===== config.mk =====
export PLATFORM = sky130hd
export DESIGN_NAME = prom_loader
export DESIGN_NICKNAME = d
export VERILOG_FILES = /design/src/design/loader_pkg.sv /design/src/design/prom_loader.sv
export SDC_FILE = /design/constraint.sdc
export NUM_CORES = 1
export LEC_CHECK = 0
export BUFFER_PORTS_ARGS = -buffer_cell sky130_fd_sc_hd__buf_2
export CAP_MARGIN = 10
export CORE_MARGIN = 4
export CORE_UTILIZATION = 35
export CTS_CLUSTER_DIAMETER = 50
export DETAILED_ROUTE_END_ITERATION = 12
export PLACE_DENSITY = 0.59
export SLEW_MARGIN = 30
export SYNTH_ARGS = -nofsm -noshare
export SYNTH_HDL_FRONTEND = slang
export SYNTH_SLANG_ARGS = --single-unit

===== constraint.sdc =====
create_clock -name core_clk_in -period 3.4 [get_ports core_clk_in]
set_input_delay 0.17 -clock core_clk_in [delete_from_list [all_inputs] [get_ports core_clk_in]]
set_output_delay 0.17 -clock core_clk_in [all_outputs]
set_load 0.02 [all_outputs]

===== src/design/loader_pkg.sv =====
// Overview of operation
// - image valid only when 8-bit sum of all bytes, done block included, is 0xFF
// - ignore-sum control bit skips the sum comparison and its error
// - any load error except blank stops loading and sets the hold bit
// - finished flag set on normal end, abort or error
// - sum mismatch sets sum error, hold bit, aborts, sets finished
// - block type 0x2 sets sum error, hold bit, aborts, sets finished
// - unexpected bus nack sets nack error, hold bit, aborts, sets finished
// - misplaced start or stop sets framing error, hold, aborts, finished
// - image address wrap sets rollover, hold bit, aborts, sets finished
// - blank part sets blank bit, aborts, sets finished, never hold
// - write of access data while idle starts a byte read
// - read completion sets done, clears busy, returns byte in data field
// - write of access data while idle starts a byte write; done, not busy
// - bus errors of access transfers show in the status register
// - up to 14 expanders of 16 pins, each input or output
// - expanders 0..7 carry two ports' hot-plug, lower and upper byte
// - expander 8 latch inputs, 9 and 10 interlocks of ports 0-7, 8-15
// - expander 11 partition resets, 12 link status, 13 link activity
// - link LED pins driven active low; hot-plug bits not inverted
// - no expander transaction before loading has finished
// - block types 0x0 single, 0x1 sequential, 0x3 done with sum
// - first 256 bytes all 0xFF means blank; checksum ignored
package loader_pkg;
	localparam int         EXP_N      = 14;
	localparam int         PORT_N     = 16;
	localparam logic [3:0] EXP_LAST   = 4'hD;
	localparam logic [3:0] EXP_MRL    = 4'h8;
	localparam logic [3:0] EXP_PRST   = 4'hB;
	localparam logic [7:0] OFS_CTL    = 8'h00;
	localparam logic [7:0] OFS_SWC    = 8'h04;
	localparam logic [7:0] OFS_STS    = 8'h08;
	localparam logic [7:0] OFS_ACC    = 8'h0C;
	localparam logic [7:0] OFS_EXA0   = 8'h10;
	localparam logic [7:0] OFS_EXA1   = 8'h14;
	localparam logic [7:0] OFS_EXA2   = 8'h18;
	localparam logic [7:0] OFS_EXA3   = 8'h1C;
	localparam int         CTL_IGN    = 0;
	localparam int         SWC_HALT   = 0;
	localparam int         ST_DONE    = 0;
	localparam int         ST_SUM     = 1;
	localparam int         ST_NACK    = 2;
	localparam int         ST_FRAME   = 3;
	localparam int         ST_ROLL    = 4;
	localparam int         ST_BLANK   = 5;
	localparam int         ST_W       = 6;
	localparam logic [5:0] ST_W1C     = 6'h0C;
	localparam int         ACC_DATA   = 16;
	localparam int         ACC_OP     = 24;
	localparam int         ACC_DONE   = 30;
	localparam int         ACC_BUSY   = 31;
	localparam logic [1:0] BT_SINGLE  = 2'h0;
	localparam logic [1:0] BT_SEQ     = 2'h1;
	localparam logic [1:0] BT_END     = 2'h3;
	localparam logic [17:0] SINGLE_LEN = 18'h00006;
	localparam logic [17:0] SEQ_HDR   = 18'h00004;
	localparam logic [17:0] END_LEN   = 18'h00001;
	localparam logic [7:0] SUM_OK     = 8'hFF;
	localparam logic [7:0] BLANK_BYTE = 8'hFF;
	localparam logic [8:0] BLANK_N    = 9'h100;
	localparam logic [15:0] IMG_LAST  = 16'hFFFF;
	localparam logic [2:0] PROM_HI    = 3'h5;
	localparam logic [15:0] EXP_OUT_REG = 16'h0002;
	localparam logic [15:0] EXP_IN_REG  = 16'h0000;
	localparam logic [2:0] STRAP_WAIT = 3'h3;

	typedef enum logic [1:0] {LD_WAIT, LD_RUN, LD_END} load_st_t;
	typedef enum logic {BS_IDLE, BS_BUSY} bus_st_t;
	typedef enum logic [1:0] {OW_LOAD, OW_ACC, OW_EXP} owner_t;
	typedef enum logic [2:0] {PD_NONE, PD_OK, PD_SUM, PD_TYPE, PD_NACK,
		PD_FRAME, PD_ROLL, PD_BLANK} pend_t;

	typedef struct packed {
		logic        wr;
		logic        rd;
		logic [7:0]  addr;
		logic [31:0] wdata;
	} reg_req_t;

	typedef struct packed {
		logic [6:0]  dev;
		logic        write;
		logic        wide;
		logic [15:0] index;
		logic [15:0] wdata;
	} bus_req_t;

	typedef struct packed {
		logic        done;
		logic        nack;
		logic        frame_err;
		logic [15:0] rdata;
	} bus_ans_t;

	typedef struct packed {
		load_st_t         lst;
		bus_st_t          bst;
		owner_t           own;
		pend_t            pend;
		logic             en_s1;
		logic             en_s2;
		logic [3:0]       sel_s1;
		logic [3:0]       sel_s2;
		logic [2:0]       wait_cnt;
		logic             ign;
		logic             halt;
		logic [ST_W-1:0]  sts;
		logic [7:0]       sum;
		logic [15:0]      img_addr;
		logic [8:0]       ff_cnt;
		logic             seen_other;
		logic [1:0]       btype;
		logic             hdr;
		logic [17:0]      rem;
		logic [7:0]       nlo;
		logic [15:0]      acc_addr;
		logic             acc_op;
		logic [7:0]       acc_data;
		logic             acc_busy;
		logic             acc_done;
		logic             acc_go;
		logic [15:0][7:0] exa;
		logic [3:0]       exi;
		logic [15:0]      retention_latch_input;
		logic [15:0]      prst;
		bus_req_t         req;
		logic             start;
		logic [31:0]      rdata;
	} state_t;

	localparam state_t STATE_RST = '0;
endpackage : loader_pkg


===== src/design/prom_loader.sv =====
// Design decisions made here: the register addresses and the strobed register port.
`timescale 1ns/10ps
module prom_loader #(
	parameter int N_EXP = 14
) (
	input  wire logic                core_clk_in,   // core clock
	input  wire logic                rst_n_in,      // async reset
	input  wire logic                load_en_in,    // load strap pin
	input  wire logic [3:0]          prom_sel_in,   // prom address pins
	input  loader_pkg::reg_req_t     reg_in,        // register request
	output logic [31:0]              reg_rdata_out, // register read data
	output loader_pkg::bus_req_t     bus_req_out,   // bus transfer fields
	output logic                     bus_start_out, // bus start pulse
	input  loader_pkg::bus_ans_t     bus_ans_in,    // bus answer
	input  wire logic [15:0][7:0]    hp_out_in,     // per-port hot-plug
	input  wire logic [15:0]         ilock_in,      // interlock per port
	input  wire logic [15:0]         link_up_in,    // link up per port
	input  wire logic [15:0]         link_act_in,   // activity per port
	output logic [15:0]              retention_latch_input_out, // latches
	output logic [15:0]              prst_out,      // partition resets
	output logic                     halt_out,      // hold after reset
	output logic                     load_done_out  // loading finished
);
	if (N_EXP != loader_pkg::EXP_N) begin : g_chk
		$error("prom_loader: N_EXP must be 14");
	end

	loader_pkg::state_t s;
	loader_pkg::state_t next_s;
	logic [loader_pkg::EXP_N-1:0][15:0] exp_wd;

	// ==========================================================
	// expander output images
	for (genvar e = 0; e < 8; e++) begin : g_hp
		localparam int LO = (e / 2) * 4 + (e % 2);
		assign exp_wd[e] = {hp_out_in[LO+2], hp_out_in[LO]};
	end
	assign exp_wd[8]  = 16'h0000;
	assign exp_wd[9]  = {8'h00, ilock_in[7:0]};
	assign exp_wd[10] = {8'h00, ilock_in[15:8]};
	assign exp_wd[11] = 16'h0000;
	assign exp_wd[12] = ~link_up_in;
	assign exp_wd[13] = ~link_act_in;

	// ==========================================================
	// next state
	always_comb begin
		loader_pkg::pend_t fin;
		logic [7:0]        b;
		logic              exp_rd;
		logic [3:0]        exi_nx;
		fin = loader_pkg::PD_NONE;
		b = bus_ans_in.rdata[7:0];
		exp_rd = (s.exi == loader_pkg::EXP_MRL) ||
			(s.exi == loader_pkg::EXP_PRST);
		exi_nx = (s.exi == loader_pkg::EXP_LAST) ? 4'h0 : s.exi + 4'h1;
		next_s = s;
		next_s.start = 1'b0;
		next_s.rdata = 32'h0000_0000;
		next_s.en_s1 = load_en_in;
		next_s.en_s2 = s.en_s1;
		next_s.sel_s1 = prom_sel_in;
		next_s.sel_s2 = s.sel_s1;

		// register reads
		if (reg_in.rd) begin
			case (reg_in.addr)
				loader_pkg::OFS_CTL: begin
					next_s.rdata[loader_pkg::CTL_IGN] = s.ign;
				end
				loader_pkg::OFS_SWC: begin
					next_s.rdata[loader_pkg::SWC_HALT] = s.halt;
				end
				loader_pkg::OFS_STS: begin
					next_s.rdata[loader_pkg::ST_W-1:0] = s.sts;
				end
				loader_pkg::OFS_ACC: begin
					next_s.rdata = {s.acc_busy, s.acc_done, 5'h00,
						s.acc_op, s.acc_data, s.acc_addr};
				end
				loader_pkg::OFS_EXA0, loader_pkg::OFS_EXA1,
				loader_pkg::OFS_EXA2, loader_pkg::OFS_EXA3: begin
					next_s.rdata = s.exa[{reg_in.addr[3:2], 2'b00} +: 4];
				end
				default: begin
					next_s.rdata = 32'h0000_0000;
				end
			endcase
		end

		// register writes; hardware events below override
		if (reg_in.wr) begin
			case (reg_in.addr)
				loader_pkg::OFS_CTL: begin
					next_s.ign = reg_in.wdata[loader_pkg::CTL_IGN];
				end
				loader_pkg::OFS_SWC: begin
					next_s.halt = reg_in.wdata[loader_pkg::SWC_HALT];
				end
				loader_pkg::OFS_STS: begin
					next_s.sts = s.sts & ~(reg_in.wdata[loader_pkg::ST_W-1:0]
						& loader_pkg::ST_W1C);
				end
				loader_pkg::OFS_ACC: begin
					if (!s.acc_busy) begin
						next_s.acc_addr = reg_in.wdata[15:0];
						next_s.acc_op = reg_in.wdata[loader_pkg::ACC_OP];
						next_s.acc_data =
							reg_in.wdata[loader_pkg::ACC_DATA +: 8];
						next_s.acc_busy = 1'b1;
						next_s.acc_done = 1'b0;
						next_s.acc_go = 1'b1;
					end
				end
				loader_pkg::OFS_EXA0, loader_pkg::OFS_EXA1,
				loader_pkg::OFS_EXA2, loader_pkg::OFS_EXA3: begin
					next_s.exa[{reg_in.addr[3:2], 2'b00} +: 4] =
						reg_in.wdata;
				end
				default: begin
					next_s.rdata = next_s.rdata;
				end
			endcase
		end

		// start of loading after strap settles
		if (s.lst == loader_pkg::LD_WAIT) begin
			if (s.wait_cnt == loader_pkg::STRAP_WAIT) begin
				if (s.en_s2) begin
					next_s.lst = loader_pkg::LD_RUN;
				end else begin
					next_s.lst = loader_pkg::LD_END;
					next_s.sts[loader_pkg::ST_DONE] = 1'b1;
				end
			end else begin
				next_s.wait_cnt = s.wait_cnt + 3'h1;
			end
		end

		// single master bus arbiter
		case (s.bst)
			loader_pkg::BS_IDLE: begin
				if (s.acc_go) begin
					next_s.acc_go = 1'b0;
					next_s.own = loader_pkg::OW_ACC;
					next_s.bst = loader_pkg::BS_BUSY;
					next_s.start = 1'b1;
					next_s.req.dev = {loader_pkg::PROM_HI, s.sel_s2};
					next_s.req.write = s.acc_op;
					next_s.req.wide = 1'b0;
					next_s.req.index = s.acc_addr;
					next_s.req.wdata = {8'h00, s.acc_data};
				end else if (s.lst == loader_pkg::LD_RUN) begin
					next_s.own = loader_pkg::OW_LOAD;
					next_s.bst = loader_pkg::BS_BUSY;
					next_s.start = 1'b1;
					next_s.req.dev = {loader_pkg::PROM_HI, s.sel_s2};
					next_s.req.write = 1'b0;
					next_s.req.wide = 1'b0;
					next_s.req.index = s.img_addr;
					next_s.req.wdata = 16'h0000;
				end else if (s.lst == loader_pkg::LD_END) begin
					if (s.exa[s.exi][6:0] != 7'h00) begin
						next_s.own = loader_pkg::OW_EXP;
						next_s.bst = loader_pkg::BS_BUSY;
						next_s.start = 1'b1;
						next_s.req.dev = s.exa[s.exi][6:0];
						next_s.req.write = !exp_rd;
						next_s.req.wide = 1'b1;
						next_s.req.index = exp_rd ? loader_pkg::EXP_IN_REG
							: loader_pkg::EXP_OUT_REG;
						next_s.req.wdata = exp_wd[s.exi];
					end else begin
						next_s.exi = exi_nx;
					end
				end
			end
			loader_pkg::BS_BUSY: begin
				if (bus_ans_in.done) begin
					next_s.bst = loader_pkg::BS_IDLE;
					case (s.own)
						loader_pkg::OW_LOAD: begin
							if (bus_ans_in.nack) begin
								fin = loader_pkg::PD_NACK;
							end else if (bus_ans_in.frame_err) begin
								fin = loader_pkg::PD_FRAME;
							end else begin
								next_s.sum = s.sum + b;
								if (s.ff_cnt != loader_pkg::BLANK_N) begin
									if (b == loader_pkg::BLANK_BYTE) begin
										next_s.ff_cnt = s.ff_cnt + 9'h001;
									end else begin
										next_s.seen_other = 1'b1;
									end
								end
								if (s.pend == loader_pkg::PD_NONE) begin
									if (s.rem == 18'h00000) begin
										next_s.btype = b[1:0];
										next_s.hdr = 1'b0;
										case (b[1:0])
											loader_pkg::BT_SINGLE: begin
												next_s.rem = loader_pkg::SINGLE_LEN;
											end
											loader_pkg::BT_SEQ: begin
												next_s.rem = loader_pkg::SEQ_HDR;
												next_s.hdr = 1'b1;
											end
											loader_pkg::BT_END: begin
												next_s.rem = loader_pkg::END_LEN;
											end
											default: begin
												next_s.pend = loader_pkg::PD_TYPE;
											end
										endcase
									end else begin
										next_s.rem = s.rem - 18'h00001;
										if (s.hdr && s.rem == 18'h00002) begin
											next_s.nlo = b;
										end
										if (s.hdr && s.rem == 18'h00001) begin
											next_s.rem = {b, s.nlo, 2'b00};
											next_s.hdr = 1'b0;
										end
										if (s.btype == loader_pkg::BT_END &&
											s.rem == 18'h00001) begin
											next_s.pend =
												(next_s.sum == loader_pkg::SUM_OK ||
												s.ign) ? loader_pkg::PD_OK
												: loader_pkg::PD_SUM;
										end
									end
								end
								if (!next_s.seen_other &&
									next_s.ff_cnt == loader_pkg::BLANK_N) begin
									fin = loader_pkg::PD_BLANK;
								end else if (next_s.pend != loader_pkg::PD_NONE
									&& next_s.seen_other) begin
									fin = next_s.pend;
								end else if (s.img_addr == loader_pkg::IMG_LAST)
								begin
									fin = loader_pkg::PD_ROLL;
								end else begin
									next_s.img_addr = s.img_addr + 16'h0001;
								end
							end
						end
						loader_pkg::OW_ACC: begin
							next_s.acc_busy = 1'b0;
							next_s.acc_done = 1'b1;
							if (!s.acc_op) begin
								next_s.acc_data = b;
							end
							if (bus_ans_in.nack) begin
								next_s.sts[loader_pkg::ST_NACK] = 1'b1;
							end
							if (bus_ans_in.frame_err) begin
								next_s.sts[loader_pkg::ST_FRAME] = 1'b1;
							end
						end
						default: begin
							next_s.exi = exi_nx;
							if (bus_ans_in.nack) begin
								next_s.sts[loader_pkg::ST_NACK] = 1'b1;
							end
							if (bus_ans_in.frame_err) begin
								next_s.sts[loader_pkg::ST_FRAME] = 1'b1;
							end else if (!bus_ans_in.nack) begin
								if (s.exi == loader_pkg::EXP_MRL) begin
									next_s.retention_latch_input = bus_ans_in.rdata;
								end
								if (s.exi == loader_pkg::EXP_PRST) begin
									next_s.prst = bus_ans_in.rdata;
								end
							end
						end
					endcase
				end
			end
			default: begin
				next_s.bst = loader_pkg::BS_IDLE;
			end
		endcase

		// end of loading and its outcome
		if (fin != loader_pkg::PD_NONE) begin
			next_s.lst = loader_pkg::LD_END;
			next_s.sts[loader_pkg::ST_DONE] = 1'b1;
			case (fin)
				loader_pkg::PD_SUM, loader_pkg::PD_TYPE: begin
					next_s.sts[loader_pkg::ST_SUM] = 1'b1;
					next_s.halt = 1'b1;
				end
				loader_pkg::PD_NACK: begin
					next_s.sts[loader_pkg::ST_NACK] = 1'b1;
					next_s.halt = 1'b1;
				end
				loader_pkg::PD_FRAME: begin
					next_s.sts[loader_pkg::ST_FRAME] = 1'b1;
					next_s.halt = 1'b1;
				end
				loader_pkg::PD_ROLL: begin
					next_s.sts[loader_pkg::ST_ROLL] = 1'b1;
					next_s.halt = 1'b1;
				end
				loader_pkg::PD_BLANK: begin
					next_s.sts[loader_pkg::ST_BLANK] = 1'b1;
				end
				default: begin
					next_s.halt = next_s.halt;
				end
			endcase
		end
	end

	// ==========================================================
	// state register
	always_ff @(posedge core_clk_in or negedge rst_n_in) begin
		if (!rst_n_in) begin
			s <= loader_pkg::STATE_RST;
		end else begin
			s <= next_s;
		end
	end

	assign reg_rdata_out = s.rdata;
	assign bus_req_out = s.req;
	assign bus_start_out = s.start;
	assign retention_latch_input_out = s.retention_latch_input;
	assign prst_out = s.prst;
	assign halt_out = s.halt;
	assign load_done_out = s.sts[loader_pkg::ST_DONE];
endmodule : prom_loader


---- After elaboration in Yosys (flattened, before gate mapping) ----
Index checks and enable logic that the tools add are counted.
W data, S select, Z words.
cells by class
  shift-type cells ........................ 17
  bitwise logic cells ..................... 14
  order comparisons ....................... 1
  add/subtract/negate cells ............... 7
  multiplexer cells ....................... 95
  eq/ne operators ......................... 37
  reduce and logical (&&, ||, !) cells .... 43
operators with widths
  operator               count
  $mux W42               4
  $mux W139              1
  $bwmux W128            1
  $mux W128              1
  $shiftx A16 B5 Y4      8
  $shiftx A4 B6 Y16      8
  $mux W32               3
  $mux W10               9
  $mux W36               2
  $bmux W16 S4           1
  $mux W3                21
  $pmux W18 S3           1
  $pmux W26 S2           1
  $mux W16               3
  $mux W19               2
  $bmux W8 S4            1
  $eq A8 B5 Y1 const B   4
  $not A16 Y16           2
  $mux W11               2
  $mux W7                3
  $reduce_and A7 Y1      3
  $mux W4                5
  $eq A18 B1 Y1 const B  1
  $eq A18 B2 Y1 const B  1
  53 further kinds       126
word-level totals
  flip-flop bits (word level) ............. 358
  logic and storage cells ................. 266
  output and inout port bits .............. 108
  input port bits ......................... 244

---- Longest topological paths before layout ----
Gate-level depths: netlist (run 1).
  word-level depth ........................ 25
  depth in mapped cells ................... 13
  depth with buffers taken out ............ 11

---- Worst setup path after synthesis (run 1) ----
OpenSTA, ideal clock, no wires.
  path type ............................... register to register
  start ................................... register s[107] (netlist bit)
  end ..................................... register s (netlist bit bus_req_out[25])
  setup slack ............................. 0.151 ns
  data required time ...................... 3.323 ns
  path buffers ............................ 4
  stages on the path, launching flop included .. 13
  library setup time ...................... 0.077 ns
  arrival time ............................ 3.172 ns
  period minus slack after synthesis ...... 3.249 ns
  cells stage by stage .................... dfrtp_1 buf_2 buf_2 mux4_2 mux4_2 or4_1 nor4_2 nor2_1 o21bai_2 buf_4 buf_6 nand2_1 o21ai_1
on the way
  longest elaborated chain between the ends .. 5
RTL lines
  item                           RTL line            source
  start: declaration             prom_loader.sv:28   loader_pkg::state_t s;
  start signal: assignment       prom_loader.sv:319  s <= loader_pkg::STATE_RST;
  start signal: assignment       prom_loader.sv:321  s <= next_s;
  $bmux W8 S4                    prom_loader.sv:163  if (s.exa[s.exi][6:0] != 7'h00) begin
  $mux W7 (implied by the code)  prom_loader.sv:163
  $reduce_bool A7 Y1             prom_loader.sv:163
  $reduce_bool A3 Y1 (no line)   n/a
  $reduce_and A3 Y1 (no line)    n/a
Every way passes these cells. The select of a mux whose other input is x is not followed.
A chain may end at the register's enable or synchronous reset.

---- Worst setup path in the final report (run 1) ----
  start ................................... register s[106] (netlist bit)
  end ..................................... register s (netlist bit bus_req_out[39])
on the way
  longest elaborated chain between the ends .. 6
  elaborated cells between the ends (all ways) .. 9
  classes of those cells .................. 6 x mux; 3 x reduce/logical
RTL lines
  item                               RTL line                                source
  $bmux W8 S4 (*)                    prom_loader.sv:163, prom_loader.sv:167
  $mux W7 (implied by the code) (*)  prom_loader.sv:163, prom_loader.sv:167
  $mux W42                           prom_loader.sv:163
  $mux W42                           prom_loader.sv:162                      end else if (s.lst == loader_pkg::LD_END) begin
  $mux W42                           prom_loader.sv:153                      end else if (s.lst == loader_pkg::LD_RUN) begin
  $mux W42                           prom_loader.sv:143                      if (s.acc_go) begin
Mark *: on every way between the ends. The rest lies on a longest branch, timed or not. The select of a mux whose other input is x is not followed.

==> results.md, run 1 <==
* Drt via density at 5.447
* Mapped Cells at 1863
* Synthesized flop and latch total at 357
* Distinct cell type count after synthesis at 63
* F_max at 293.9 MHz
* Most common cell after layout, fill and taps aside: nand2_1
* Mapped Avg Cell Area at 10.32 um2
* Clock power frac at 0.347
* Post-layout nets at 2456
* Port-buffer cells at 351
* Post-Route WL at 68000 um
* Gate power share at 0.303
* Fraction of layout cells with a size suffix above 1 at 0.3285
* Clock root cell: clkbuf_16
* GRT Overall Usage at 0.2233
* I/O pins at 352
* CTS tree: done
* CP endpoint: bus_req_out[39]
* Crit path DAT at 3.91 ns
* Routed length per instance at 23.28 um
* Slowest library cell on the worst path: or4_4
* CORE AREA at 54130 um2
* Final setup fails at 1
* Die width at 242.4 um
* Non-filler cells, final at 2921
* Clock Pin Slew Worst Setup and Hold Paths at 0.06 ns
* Internal Power at 9.634 mW
* Syn-to-layout area delta at 23.25%
* Sw frac at 0.3326
* Detailed Route Iter0 Violations at 1430
* Vias in the first global route at 15990
* Hold slack at 0.07710 ns
* Part of the power in registers at 0.350
* Cells along the critical path: clkbuf_16, buf_4, mux4_2, mux4_2, or4_4, nor4_4, buf_4, nor2_4, o21bai_4, buf_12, buf_6, a22o_1
* Net Count, Synth at 2132
* Die area at 58740 um2
* Final WS setup at -0.002089 ns
* Hold Crit Class: input pin to flip-flop
* Violated checks: negative setup slack
* Crit start category: flip-flop
* Worst Setup Path Type: flip-flop to flip-flop
* RD Place Congestion at 0.9376
* H-tree depth at 2
* Reg2reg setup slack at -0.002 ns
* Switch Pwr at 4.800 mW
* Die Y at 242.4 um
* Synthesized area at 19220 um2
* DP Wirelength at 49550 um
* RSZ-0062 raised after global routing: true
* Reg-to-reg critical path startpoint: s[106]
* Required time worst endpoint at 3.91 ns
* Initial antenna violation count at 9
* Pre-CTS setup slack at -0.05862 ns
* Total gr overflow at 0
* Nature of the critical path endpoint: flip-flop
* Slew @ Worst Pin at 0.8670 ns
* TritonRoute pass-1 iters at 6
* Critical path origin: s[106]
* Clk_lat worst skew at 0.59 ns
* Leading cell types in the layout, fill and taps excluded: nand2_1 (362), dfrtp_1 (355), buf_2 (350)
* Final worst path period need at 3.402 ns
* Crit path largest cell delay at 0.54 ns
* Primary FF master, synth: dfrtp_1
* R2R depth at 12
* CTS Sinks at 357
* Worst slew margin at 0.4208
* Leak at 10.97 nW
* CTS max path bufs at 3
* Drc violations at 0
* Final TNS setup at -0.002089 ns
* Worst r2r dst: bus_req_out[39]
* Fin. Hold Viols at 0
* Number of synthesized flops with an enable pin at 0
* DR vias at 15910
* Sequential element share of the synthesized area at 0.4647
* Max cap viols at 0
* Placed Area at 21260 um2
* Clk_skew at 0.03256 ns
* Routed Antenna Nets at 0
* Critical path fanouts, max at 10
* Async SR Flop Fraction at 1.000
* Placed insts at 2764
* Syn. warnings at 0
* Effective utilization at floorplan at 0.3551
* Design Area, Final at 23700 um2
* Max-slew violations at 0
* Row count at 85
* Final worst-path cycle share at 1.001
* Largest net degree at the start of global routing at 89
* First-pass GRT wire length at 101500 um
* Worst VDD drop at 0.0003083 V
* Outcome: finished with violations
* P per Cell Area at 609.2 nW/um2
* CTS Buf Count at 45
-- how the worst min path moves through the flow --
stage               startpoint                             to  slack, ns  cells past startpoint
global placement      rst_n_in                   prst_out[15]       0.23                      1
global route        reg_in[36]                         s[336]       0.08                      4
detailed placement    rst_n_in  retention_latch_input_out[15]       0.23                      1
CTS                 reg_in[36]                         s[336]       0.04                      4
finish              reg_in[36]                         s[336]       0.08                      4
floorplan             rst_n_in                      async pin      -0.13                      0
-- power groups by stage --
stage               registers, mW  clock network [mW]  logic [mW]
floorplan                    4.91                   0        2.89
finish                       5.05                5.01        4.38
global placement             5.13                   0        4.01
global route                 5.10                5.32        4.79
detailed placement           5.15                   0        4.07
CTS                          5.03                5.11        4.23
-- logic make-up (layout without fill, tap and decap cells) --
group                    count (synthesis)  after routing  synth area share
flip-flops                             357            357            0.4647
buffers and inverters                  240            596           0.06951
adder cells (fa/ha/maj)                 25             25           0.01666
AND/OR/NAND/NOR                        596            596            0.1345
AO/OA/AOI/OAI                          402            402            0.1212
other                                    0              6                 0
XOR/XNOR                                37             37           0.01686
multiplexers                           206            206            0.1766
-- through the flow --
step / utilization / power (mW)
6_report: 0.4377 / 14.43
3_3_place_gp: 0.3928 / 9.139
5_1_grt: 0.4376 / 15.21
3_5_place_dp: 0.3928 / 9.220
2_1_floorplan: - / 7.794
4_1_cts: 0.4321 / 14.36
-- layer usage --
layer,part of all wire,vias to the layer above,track usage
met5,0.00085,-,0
met4,0.036,8,0.08349
met3,0.088,105,0.06408
met2,0.47,634,0.3550
met1,0.41,7957,0.2910
li1,-,7208,-
-- what timing repair did --
action / in CTS / in global routing
cloned: 0 / 7
endpoints found under the hold margin: 261 / 0
buffers inserted: 2 / 10
endpoints found under the setup margin: 40 / 47
hold buffers: 53 / 0
resized for setup: 0 / 23
pin swaps: 0 / 10
-- synthesized netlist by cell type (13+ instances only) --
library cell / number / area [um2]
mux2_2: 75 / 844.6
buf_4: 107 / 803.3
a21oi_1: 78 / 390.4
nand3_1: 25 / 125.1
ha_1: 24 / 300.3
nand2_1: 368 / 1381
mux2i_1: 32 / 320.3
o21ai_0: 185 / 925.9
nor3_1: 41 / 205.2
a22o_1: 30 / 262.8
buf_1: 15 / 56.30
clkbuf_1: 90 / 337.8
dfrtp_1: 357 / 8934
o21ai_1: 34 / 170.2
xnor2_1: 27 / 236.5
mux4_2: 99 / 2230
nor2_1: 72 / 270.3
inv_1: 14 / 52.55
and3_1: 13 / 81.33
-- area by class of cell --
cell class / count / area [um2]
repair buffers: 501 / 3179
diodes: 6 / 15.01
well taps: 696 / 870.8
clock buffers: 57 / 1282
flip-flops and latches: 357 / 8939
clock inverters: 22 / 290.3
multi-input cells: 1266 / 9059
fillers: 5129 / 30440
inverters: 16 / 60.06
-- critical path: cells and delay by family (launching register included) --
| family | cells | cell delay [ns] |
|---|---|---|
| flip-flops | 1 | 0.51 |
| buffers and inverters | 5 | 0.82 |
| AND/OR/NAND/NOR | 3 | 0.73 |
| AO/OA/AOI/OAI | 2 | 0.35 |
| multiplexers | 2 | 0.90 |
Note: power is estimated with default switching activity, not from simulation.
==> run 2, diff against run 1 <==
--- a/config.mk
+++ b/config.mk
@@ -7,11 +7,13 @@
 export LEC_CHECK = 0
 export BUFFER_PORTS_ARGS = -buffer_cell sky130_fd_sc_hd__buf_2
 export CAP_MARGIN = 10
+export CELL_PAD_IN_SITES_DETAIL_PLACEMENT = 0
+export CELL_PAD_IN_SITES_GLOBAL_PLACEMENT = 1
 export CORE_MARGIN = 4
 export CORE_UTILIZATION = 35
 export CTS_CLUSTER_DIAMETER = 50
 export DETAILED_ROUTE_END_ITERATION = 12
-export PLACE_DENSITY = 0.59
+export PLACE_DENSITY = 0.72
 export SLEW_MARGIN = 30
 export SYNTH_ARGS = -nofsm -noshare
 export SYNTH_HDL_FRONTEND = slang
==> results.md, run 2 (synthesis results as in run 1) <==
* Clock root cell: clkbuf_16
* Worst VDD drop at 0.0002898 V
* Final WS setup at 0.1502 ns
* # fillers at 5127
* Routed Antenna Nets at 0
* Worst slew margin at 0.4237
* Pre-CTS setup slack at -0.03190 ns
* R2R depth at 11
* Critical path fanouts, max at 14
* CTS max path bufs at 3
* H-tree depth at 2
* Slew @ Worst Pin at 0.8620 ns
* Detailed Route Iter0 Violations at 1181
* CTS tree: done
* Syn-to-layout area delta at 21.90%
* First-pass GRT wire length at 101000 um
* CORE AREA at 54130 um2
* Clk_skew at 0.02174 ns
* F_max at 307.7 MHz
* Die Y at 242.4 um
* I/O pins at 352
* Die width at 242.4 um
* Max-slew violations at 0
* Internal Power at 9.236 mW
* Port-buffer cells at 351
* Vias in the first global route at 15970
* Post-Route WL at 66520 um
* Die area at 58740 um2
* Effective utilization at floorplan at 0.3551
* Initial antenna violation count at 10
* Max cap viols at 0
* Crit path DAT at 3.75 ns
* Clock power frac at 0.329
* Final setup fails at 0
* Post-route core utilization at 0.4329
* GRT Overall Usage at 0.2209
* Final worst-path cycle share at 0.9558
* Crit start category: flip-flop
* DP Wirelength at 49190 um
* Fin. Hold Viols at 0
* Nature of the critical path endpoint: flip-flop
* Row count at 85
* Post-layout nets at 2440
* P per Cell Area at 596.1 nW/um2
* Part of the power in registers at 0.362
* Switch Pwr at 4.732 mW
* Final worst path period need at 3.250 ns
* Total gr overflow at 0
* Clk_lat worst skew at 0.57 ns
* CTS Sinks at 357
* WHS Path Cells at 3
* Drc violations at 0
* Final TNS setup at 0 ns
* Outcome: finished clean
* CTS Buf Count at 42
* Largest net degree at the start of global routing at 85
* Leak at 10.81 nW
* Most common cell after layout, fill and taps aside: nand2_1
* DR vias at 15830
* Gate power share at 0.308
* TritonRoute pass-1 iters at 5
* Sw frac at 0.3388
* Hold Crit Class: input pin to flip-flop
* RD Place Congestion at 0.9655
* Clock Pin Slew Worst Setup and Hold Paths at 0.06 ns
* Required time worst endpoint at 3.90 ns
* Fraction of layout cells with a size suffix above 1 at 0.3190
* Routed length per instance at 22.90 um
* Drt via density at 5.448
* Leading cell types in the layout, fill and taps excluded: nand2_1 (368), dfrtp_1 (355), buf_2 (350)
* Worst Setup Path Type: flip-flop to flip-flop
==> run 2: power by group through the flow <==
stage          logic (mW)  clock network [mW]  registers, mW
2_1_floorplan        2.89                   0           4.91
3_3_place_gp         4.13                   0           5.12
3_5_place_dp         4.16                   0           5.13
4_1_cts              4.25                4.70           5.05
5_1_grt              4.72                4.88           5.10
6_report             4.31                4.60           5.06
==> run 2: area by class of cell <==
type,instances,area (um2),share of cell area
diodes,5,12.51,0.0005339
clock buffers,56,1185,0.05056
clock inverters,21,226.5,0.009664
inverters,16,60.06,0.002563
multi-input cells,1266,9032,0.3854
flip-flops and latches,357,8939,0.3814
well taps,696,870.8,0.03716
repair buffers,488,3109,0.1327
==> run 2: path summary, 6_finish.rpt <==
check | startpoint | end | slack, ns
worst min register to register | next_s[342] | s[342] | 0.35
worst max-delay path | s[107] | bus_req_out[15] | 0.15
min in group asynchronous | rst_n_in | s[270] | 0.22
max in group asynchronous | rst_n_in | reg_rdata_out[3] | 2.31
worst min-delay path | bus_ans_in[17] | s[331] | 0.02
worst max register to register | s[107] | bus_req_out[15] | 0.15
==> run 2: timing repair <==
action                                 4_1_cts  5_1_grt
endpoints found under the hold margin      260        0
hold buffers                                51        0
setup endpoints to repair                   28       52
resized for setup                            3        9
gates cloned                                 0        3
setup buffers                                0        3
pin swaps                                    0        3
==> run 2: through the flow <==
| step | hold slack (ns) | std cells | instance area [um2] | power [mW] |
|---|---|---|---|---|
| floorplan | -0.1256 | 1863 | 19220 | 7.794 |
| global placement | 0.2321 | 2765 | 21330 | 9.252 |
| detailed placement | 0.2421 | 2765 | 21330 | 9.287 |
| CTS | 0.003911 | 2893 | 23270 | 14.01 |
| global route | 0.05554 | 2903 | 23430 | 14.71 |
| finish | 0.01914 | 2905 | 23440 | 13.97 |
==> run 2: metal layers <==
metal / vias up / track usage / part of all wire
met2: 629 / 0.3554 / 0.47
met1: 7905 / 0.2878 / 0.41
met4: 10 / 0.08742 / 0.037
met5: - / 0 / 0.0010
li1: 7165 / - / -
met3: 117 / 0.05501 / 0.081
==> run 2: critical path, stage by stage (launching register included) <==
cell and delay [ns]:
dfrtp_2 0.43, buf_12 0.17, mux4_2 0.50, mux4_2 0.49, or4_4 0.57, nor4_4 0.14, buf_4 0.17, nor2_1 0.09
o21bai_4 0.17, buf_12 0.15, buf_6 0.16, a22o_1 0.15
